===== src/hw/mnxu_pkg.sv =====
package mnxu_pkg;

  // ***************************************************************
  // Opcode patterns
  // ***************************************************************
  localparam logic [6:0] OPC_MUL_FILE_HI = 7'h01;  // 0000 001a
  localparam logic [7:0] OPC_MUL_LIT_HI  = 8'h0D;  // 0000 1101
  localparam logic [6:0] OPC_NEG_FILE_HI = 7'h36;  // 0110 110a

  // ***************************************************************
  // Field positions
  // ***************************************************************
  localparam int OPC7_MSB   = 15;
  localparam int OPC7_LSB   = 9;
  localparam int OPC8_LSB   = 8;
  localparam int ACCESS_BIT = 8;
  localparam int FILE_MSB   = 7;

  // ***************************************************************
  // Data memory layout
  // ***************************************************************
  localparam int          ADDR_W       = 12;
  localparam logic [7:0]  ACCESS_SPLIT = 8'h60;
  localparam logic [3:0]  ACCESS_LO_BK = 4'h0;
  localparam logic [3:0]  ACCESS_HI_BK = 4'hF;

  // ***************************************************************
  // Reset values
  // ***************************************************************
  localparam logic [7:0]  PROD_RST  = 8'h00;
  localparam logic [4:0]  FLAGS_RST = 5'h00;

  // Flag vector positions
  localparam int FLG_N  = 4;
  localparam int FLG_OV = 3;
  localparam int FLG_C  = 2;
  localparam int FLG_DC = 1;
  localparam int FLG_Z  = 0;

  typedef enum logic [1:0] {
    MNXU_OP_MUL_FILE,
    MNXU_OP_MUL_LIT,
    MNXU_OP_NEG_FILE
  } mnxu_op_e;

  typedef enum logic [2:0] {
    MNXU_IDLE,
    MNXU_Q1_DECODE,
    MNXU_Q2_READ,
    MNXU_Q3_PROCESS,
    MNXU_Q4_WRITE
  } mnxu_phase_e;

endpackage : mnxu_pkg


===== src/hw/mnxu_exec_unit.sv =====
`timescale 1ns/1ps

// Overview of operation
// - File multiply forms unsigned product of working register and addressed byte.
// - Full 16-bit product goes to high and low product registers.
// - File multiply leaves working register and memory operand untouched.
// - File multiply changes no status flag at all.
// - Zero product is not flagged; multiplies give no overflow or carry.
// - Access bit 0 selects the access bank, ignoring bank select register.
// - Access bit 1 forms address from bank select register and file address.
// - Negate forms two's complement of addressed byte and updates all five flags.
// - Negate writes its result back to the same memory location.
// - Literal multiply forms unsigned product of working register and literal.
module mnxu_exec_unit (
  input  wire logic        ref_clk_i,
  input  wire logic        resetn_i,
  input  wire logic        instr_valid_i,
  input  wire logic [15:0] instr_word_i,
  input  wire logic [7:0]  working_register_i,
  input  wire logic [3:0]  bank_select_register_i,
  input  wire logic [7:0]  mem_rdata_i,
  output logic             busy_o,
  output logic             done_o,
  output logic [11:0]      mem_addr_o,
  output logic             mem_rd_o,
  output logic             mem_wr_o,
  output logic [7:0]       mem_wdata_o,
  output logic [7:0]       product_high_register_o,
  output logic [7:0]       product_low_register_o,
  output logic             negative_flag_o,
  output logic             overflow_flag_o,
  output logic             carry_flag_o,
  output logic             digit_carry_flag_o,
  output logic             zero_flag_o
);

  // ***************************************************************
  // State
  // ***************************************************************
  typedef struct packed {
    mnxu_pkg::mnxu_phase_e phase;
    mnxu_pkg::mnxu_op_e    op;
    logic [15:0]           instr;
    logic [7:0]            working_register;
    logic [7:0]            operand;
    logic [11:0]           addr;
    logic                  mem_rd;
    logic                  mem_wr;
    logic [7:0]            wdata;
    logic [7:0]            prod_hi;
    logic [7:0]            prod_lo;
    logic [4:0]            flags;
    logic                  busy;
    logic                  done;
  } mnxu_state_s;

  mnxu_state_s state_reg;
  mnxu_state_s state_next;

  function automatic logic [11:0] file_address(input logic [15:0] w, input logic [3:0] bank_select_register);
    logic [7:0] f;
    f = w[mnxu_pkg::FILE_MSB:0];
    if (w[mnxu_pkg::ACCESS_BIT]) begin
      file_address = {bank_select_register, f};
    end else if (f < mnxu_pkg::ACCESS_SPLIT) begin
      file_address = {mnxu_pkg::ACCESS_LO_BK, f};
    end else begin
      file_address = {mnxu_pkg::ACCESS_HI_BK, f};
    end
  endfunction : file_address

  logic       is_mul_file;
  logic       is_mul_lit;
  logic       is_neg_file;
  logic [7:0] neg_result;
  logic [4:0] neg_low_sum;
  logic [8:0] neg_sum;
  logic [15:0] product;

  assign is_mul_file = instr_word_i[mnxu_pkg::OPC7_MSB:mnxu_pkg::OPC7_LSB]
                       == mnxu_pkg::OPC_MUL_FILE_HI;
  assign is_mul_lit  = instr_word_i[mnxu_pkg::OPC7_MSB:mnxu_pkg::OPC8_LSB]
                       == mnxu_pkg::OPC_MUL_LIT_HI;
  assign is_neg_file = instr_word_i[mnxu_pkg::OPC7_MSB:mnxu_pkg::OPC7_LSB]
                       == mnxu_pkg::OPC_NEG_FILE_HI;

  // Invert then add one; carries come out of that very addition
  assign neg_sum     = {1'b0, ~state_reg.operand} + 9'h001;
  assign neg_low_sum = {1'b0, ~state_reg.operand[3:0]} + 5'h01;
  assign neg_result  = neg_sum[7:0];
  assign product     = state_reg.working_register * state_reg.operand;

  // ***************************************************************
  // Next state
  // ***************************************************************
  always_comb begin
    state_next        = state_reg;
    state_next.done   = 1'b0;
    state_next.mem_wr = 1'b0;
    state_next.mem_rd = 1'b0;
    unique case (state_reg.phase)
      mnxu_pkg::MNXU_IDLE: begin
        // Unknown opcodes are not ours; the decoder routes them elsewhere
        if (instr_valid_i && (is_mul_file || is_mul_lit || is_neg_file)) begin
          state_next.phase = mnxu_pkg::MNXU_Q1_DECODE;
          state_next.busy  = 1'b1;
          state_next.instr = instr_word_i;
          state_next.working_register  = working_register_i;
          state_next.addr  = file_address(instr_word_i, bank_select_register_i);
          if (is_mul_lit) begin
            state_next.op = mnxu_pkg::MNXU_OP_MUL_LIT;
          end else if (is_mul_file) begin
            state_next.op = mnxu_pkg::MNXU_OP_MUL_FILE;
          end else begin
            state_next.op = mnxu_pkg::MNXU_OP_NEG_FILE;
          end
        end
      end
      mnxu_pkg::MNXU_Q1_DECODE: begin
        state_next.phase  = mnxu_pkg::MNXU_Q2_READ;
        state_next.mem_rd = (state_reg.op != mnxu_pkg::MNXU_OP_MUL_LIT);
      end
      mnxu_pkg::MNXU_Q2_READ: begin
        state_next.phase = mnxu_pkg::MNXU_Q3_PROCESS;
        if (state_reg.op == mnxu_pkg::MNXU_OP_MUL_LIT) begin
          state_next.operand = state_reg.instr[mnxu_pkg::FILE_MSB:0];
        end else begin
          state_next.operand = mem_rdata_i;
        end
      end
      mnxu_pkg::MNXU_Q3_PROCESS: begin
        state_next.phase = mnxu_pkg::MNXU_Q4_WRITE;
        state_next.done  = 1'b1;
        if (state_reg.op == mnxu_pkg::MNXU_OP_NEG_FILE) begin
          state_next.mem_wr = 1'b1;
          state_next.wdata  = neg_result;
          state_next.flags[mnxu_pkg::FLG_N]  = neg_result[7];
          state_next.flags[mnxu_pkg::FLG_OV] = (state_reg.operand == 8'h80);
          state_next.flags[mnxu_pkg::FLG_C]  = neg_sum[8];
          state_next.flags[mnxu_pkg::FLG_DC] = neg_low_sum[4];
          state_next.flags[mnxu_pkg::FLG_Z]  = (neg_result == 8'h00);
        end else begin
          // Flags untouched, memory untouched
          state_next.prod_hi = product[15:8];
          state_next.prod_lo = product[7:0];
        end
      end
      mnxu_pkg::MNXU_Q4_WRITE: begin
        state_next.phase = mnxu_pkg::MNXU_IDLE;
        state_next.busy  = 1'b0;
      end
      default: begin
        state_next.phase = mnxu_pkg::MNXU_IDLE;
        state_next.busy  = 1'b0;
      end
    endcase
  end

  always_ff @(posedge ref_clk_i) begin
    if (!resetn_i) begin
      state_reg         <= '0;
      state_reg.phase   <= mnxu_pkg::MNXU_IDLE;
      state_reg.prod_hi <= mnxu_pkg::PROD_RST;
      state_reg.prod_lo <= mnxu_pkg::PROD_RST;
      state_reg.flags   <= mnxu_pkg::FLAGS_RST;
    end else begin
      state_reg <= state_next;
    end
  end

  // ***************************************************************
  // Outputs
  // ***************************************************************
  assign busy_o                  = state_reg.busy;
  assign done_o                  = state_reg.done;
  assign mem_addr_o              = state_reg.addr;
  assign mem_rd_o                = state_reg.mem_rd;
  assign mem_wr_o                = state_reg.mem_wr;
  assign mem_wdata_o             = state_reg.wdata;
  assign product_high_register_o = state_reg.prod_hi;
  assign product_low_register_o  = state_reg.prod_lo;
  assign negative_flag_o         = state_reg.flags[mnxu_pkg::FLG_N];
  assign overflow_flag_o         = state_reg.flags[mnxu_pkg::FLG_OV];
  assign carry_flag_o            = state_reg.flags[mnxu_pkg::FLG_C];
  assign digit_carry_flag_o      = state_reg.flags[mnxu_pkg::FLG_DC];
  assign zero_flag_o             = state_reg.flags[mnxu_pkg::FLG_Z];

  // ***************************************************************
  // Assertions
  // ***************************************************************
  logic is_mul_q3;
  assign is_mul_q3 = (state_reg.phase == mnxu_pkg::MNXU_Q3_PROCESS)
                     && (state_reg.op != mnxu_pkg::MNXU_OP_NEG_FILE);
endmodule : mnxu_exec_unit


===== config.mk =====
export PLATFORM = sky130hd
export DESIGN_NAME = mnxu_exec_unit
export DESIGN_NICKNAME = d
export VERILOG_FILES = /design/src/hw/mnxu_pkg.sv /design/src/hw/mnxu_exec_unit.sv
export SDC_FILE = /design/constraint.sdc
export NUM_CORES = 1
export LEC_CHECK = 0
export BUFFER_PORTS_ARGS = -buffer_cell sky130_fd_sc_hd__buf_2
export CELL_PAD_IN_SITES_DETAIL_PLACEMENT = 1
export CELL_PAD_IN_SITES_GLOBAL_PLACEMENT = 2
export CORE_MARGIN = 5
export CORE_UTILIZATION = 35
export CTS_CLUSTER_SIZE = 14
export DETAILED_ROUTE_END_ITERATION = 8
export PLACE_DENSITY_LB_ADDON = 0.1
export SLEW_MARGIN = 20
export SYNTH_ARGS = -nofsm -noshare
export SYNTH_HDL_FRONTEND = slang
export SYNTH_SLANG_ARGS = --single-unit

===== constraint.sdc =====
create_clock -name ref_clk_i -period 5.31 [get_ports ref_clk_i]
set_input_delay 0 -clock ref_clk_i [delete_from_list [all_inputs] [get_ports ref_clk_i]]
set_output_delay 0 -clock ref_clk_i [all_outputs]
set_load 0.02 [all_outputs]

==> results.py <==
metrics = {
    "power_and_ir_drop": {
        "internal_power_uw": 865.9,
        "combinationalPowerShare": 0.057,
        "ir_worst_vdd_v": 0.0001332,
        "total_switching_power_uw": 282.4,
        "sw_frac_of_total": 0.2459,
        "clock_power_share": 0.511,
        "cellLeakagePower_nw": 2.761,
        "powerDensity_mw_per_mm2": 194.1,
        "seqPwrFrac": 0.431,
    },
    "clock_network": {
        "root_buffer": "sky130_fd_sc_hd__clkbuf_16",
        "cts_buffers": 9,
        "cts_hold_repair.buffers": 18,
        "post_cts_sizing": 0,
        "clock_tree.buffer_depth": 2,
        "clk-insertion-delay-late_ns": 0.34,
        "htree_levels": 3,
        "clock_tree_from_tritoncts": "yes",
        "post-cts-setup-buffers": 0,
        "cts.reportedPaths.clkPinSlew_ns": 0.06,
        "cts_sinks": 65,
    },
    "logic_synthesis": {
        "yosys_warnings": 0,
        "synth_area_leaders": "sky130_fd_sc_hd__dfxtp_1 25%, sky130_fd_sc_hd__fa_1 14%, sky130_fd_sc_hd__ha_1 9.0%, sky130_fd_sc_hd__buf_4 5.2%, sky130_fd_sc_hd__and2_1 5.0%",
        "synthArstFlopShare": 0,
        "synth_cells": 603,
        "synth-edff-count": 0,
        "synth_top_cells_by_count": "65 x sky130_fd_sc_hd__dfxtp_1, 62 x sky130_fd_sc_hd__nand2_1, 61 x sky130_fd_sc_hd__inv_1",
        "synth_sequential_area_ratio": 0.2516,
        "synth_fp_nets": 715,
        "register_bit_total_from_synthesis": 65,
        "syn-cell-area_mm2": 0.005172,
        "synth_top_cell_area_share": 0.2516,
        "yosys.area.top_type": "sky130_fd_sc_hd__dfxtp_1",
        "avgSynthCellArea_um2": 8.578,
        "synth_most_common_cell": "sky130_fd_sc_hd__dfxtp_1",
        "synthDistinctLibCells": 58,
        "ys_dominant_reg_cell": "sky130_fd_sc_hd__dfxtp_1",
    },
    "detailed_routing": {
        "via_count": 4173,
        "drtPass1Iterations": 4,
        "drt-vias-per-instance": 4.956,
        "wirelength_um": 13020,
        "drt-wirelength-per-cell_um": 15.46,
        "number_of_design_rule_violations_left_after_detail_routing": 0,
        "drt_first_iter_violations": 113,
        "antenna_violating_nets_post_route": 0,
    },
    "flow_run": {
        "cap_violations": 0,
    },
    "timing": {
        "period_needed_ns": 4.644,
        "tightest_slew_ns": 0.9224,
        "finalClockSkew_ns": 0.01115,
        "report.final.hold_viol_count": 0,
        "finalHoldWorstSlack_ns": 0.01399,
        "maxSlewHeadroom": 0.3828,
        "final.setup.tns_ns": 0,
        "drv_slew": 0,
        "setup_viol_count_final": 0,
        "fmax_mhz": 215.3,
        "setup_slack_ns": 0.6662,
        "min_period_over_period": 0.8745,
        "rsz0062_at_grt": "no",
    },
    "global_routing": {
        "grt_antenna_before_repair": 0,
        "gr-total-overflow": 0,
        "wire_length_of_the_first_global_routing_pass_um": 22470,
        "global_route.usage.met3": 0.02332,
        "grt_start_max_net_pins": 58,
        "global_route.peak_usage_layer": "met2",
        "met2_usage": 0.2523,
        "all_layer_gr_usage": 0.1545,
        "use_met1": 0.2117,
        "via_count_of_the_first_global_routing_pass": 4465,
    },
    "critical_path": {
        "crit_path_top_delay_cell": "sky130_fd_sc_hd__dfxtp_1",
        "worst_ep_required_time_ns": 5.52,
        "cp_cell_sequence": "nand2_1, fa_1, fa_1, inv_1, fa_1, inv_1, fa_1, inv_1, ha_1, o21ai_0, a211oi_1, o211ai_1, mux2i_1, o21ai_1",
        "worst_setup_end_kind": "flip-flop",
        "critical_path.max_stage_delay_ns": 0.70,
        "critPathMostFrequentCell": "sky130_fd_sc_hd__fa_1",
        "crit_buf_inv": 3,
        "worstSetupPathType": "flip-flop to flip-flop",
        "startpoint_kind_of_the_worst_setup_timing_path": "flip-flop",
        "path_max_fanout": 15,
        "critical_path.top_delay_family": "adder cells",
        "critPathArrivalTime_ns": 4.85,
    },
    "place": {
        "placement.setup.worst_slack_ns": 0.6203,
        "routability_congestion": 0.8042,
        "number_of_input_and_output_port_buffers_inserted": 83,
        "dp_hpwl_um": 10020,
    },
    "finish": {
        "largest_register_ff_count": 29,
        "nets": 765,
        "areaGrowthSynthToFinish_pct": 14.39,
        "final.fill_count": 1772,
        "drive_gt1_frac": 0.1809,
        "antenna-diode-count": 0,
    },
    "die": {
        "initial_core_util": 0.3559,
        "floorplan_die_area_mm2": 0.01731,
        "top_level_ports": 84,
        "rows": 44,
        "die_h_um": 131.6,
        "design.core.area_mm2": 0.01453,
        "die-width_um": 131.6,
    },
    "hold_path": {
        "min-delay-path-class": "input port to flip-flop",
    },
    "outcome": {
        "run_status": "completed",
    },
}
[cell families after synthesis]
| group | share of synthesized area |
|---|---|
| adders and majority gates | 0.2288 |
| xor gates and xnor gates | 0.01693 |
| buffers and inverters | 0.1275 |
| DFF | 0.2516 |
| muxes | 0.04838 |
| AOI/OAI and AO/OA | 0.1151 |
| and+or+nand+nor | 0.2117 |
[power by group through the flow]
stage / Clock [mW] / Sequential [mW] / Combinational [mW]
after global routing: 0.626 / 0.495 / 0.0734
final: 0.587 / 0.495 / 0.0659
after CTS: 0.609 / 0.495 / 0.0671
after floorplan: 0 / 0.502 / 0.0352
after detailed placement: 0 / 0.506 / 0.0572
after global placement: 0 / 0.506 / 0.0553
[worst reg2reg max path: cells and delay by family, from the launching register on]
kind                       cells  cell delay [ns]
adders and majority gates      5             2.42
AOI/OAI and AO/OA              4             0.88
DFF                            1             0.70
and+or+nand+nor                1             0.19
muxes                          1             0.17
buffers and inverters          3             0.15
[cells in the final DEF, fill, tap and decap left out, types with 9 or more instances in the layout]
| cell type | instances |
|---|---|
| sky130_fd_sc_hd__nand2_1 | 62 |
| sky130_fd_sc_hd__nor2_1 | 46 |
| sky130_fd_sc_hd__mux2i_1 | 25 |
| sky130_fd_sc_hd__buf_2 | 83 |
| sky130_fd_sc_hd__dlygate4sd3_1 | 18 |
| sky130_fd_sc_hd__dfxtp_1 | 65 |
| sky130_fd_sc_hd__ha_1 | 37 |
| sky130_fd_sc_hd__nor3_1 | 12 |
| sky130_fd_sc_hd__a211oi_1 | 12 |
| sky130_fd_sc_hd__nand3_1 | 16 |
| sky130_fd_sc_hd__fa_1 | 36 |
| sky130_fd_sc_hd__a21oi_1 | 38 |
| sky130_fd_sc_hd__inv_1 | 60 |
| sky130_fd_sc_hd__and2_1 | 41 |
| sky130_fd_sc_hd__clkbuf_16 | 9 |
[final cells by class]
cell class	count	area [um2]	share of cell area
Clock inverter	5	38.79	0.006555
Sequential cell	65	1301	0.2199
Tap cell	184	230.2	0.03891
Multi-Input combinational cell	411	3219	0.5441
Inverter	61	229.0	0.03870
Timing Repair Buffer	105	645.6	0.1091
Clock buffer	11	252.7	0.04272
[final timing paths]
check / to / startpoint / slack [ns] / depth (start not counted)
setup reg to reg: product_high_register_o[5] / state_reg[48] / 0.67 / 14
hold reg to reg: product_low_register_o[6] / product_low_register_o[6] / 0.45 / 2
hold / removal: state_reg[45] / mem_rdata_i[0] / 0.01 / 3
setup / recovery: product_high_register_o[5] / state_reg[48] / 0.67 / 14
[metal layers]
metal / wire [um] / part of all wire
met1: 6333 / 0.49
met2: 6174 / 0.47
met3: 344 / 0.026
met4: 163 / 0.013
met5: 0 / 0
[through the flow]
| step | cells | cell area (um2) | power [mW] | utilization |
|---|---|---|---|---|
| after floorplan | 603 | 5172 | 0.5376 | - |
| after global placement | 807 | 5418 | 0.5611 | 0.3728 |
| after detailed placement | 808 | 5445 | 0.5632 | 0.3747 |
| after CTS | 842 | 5917 | 1.171 | 0.4071 |
| after global routing | 842 | 5917 | 1.195 | 0.4071 |
| final | 842 | 5917 | 1.148 | 0.4071 |
Note: power is estimated with default switching activity, not from simulation.
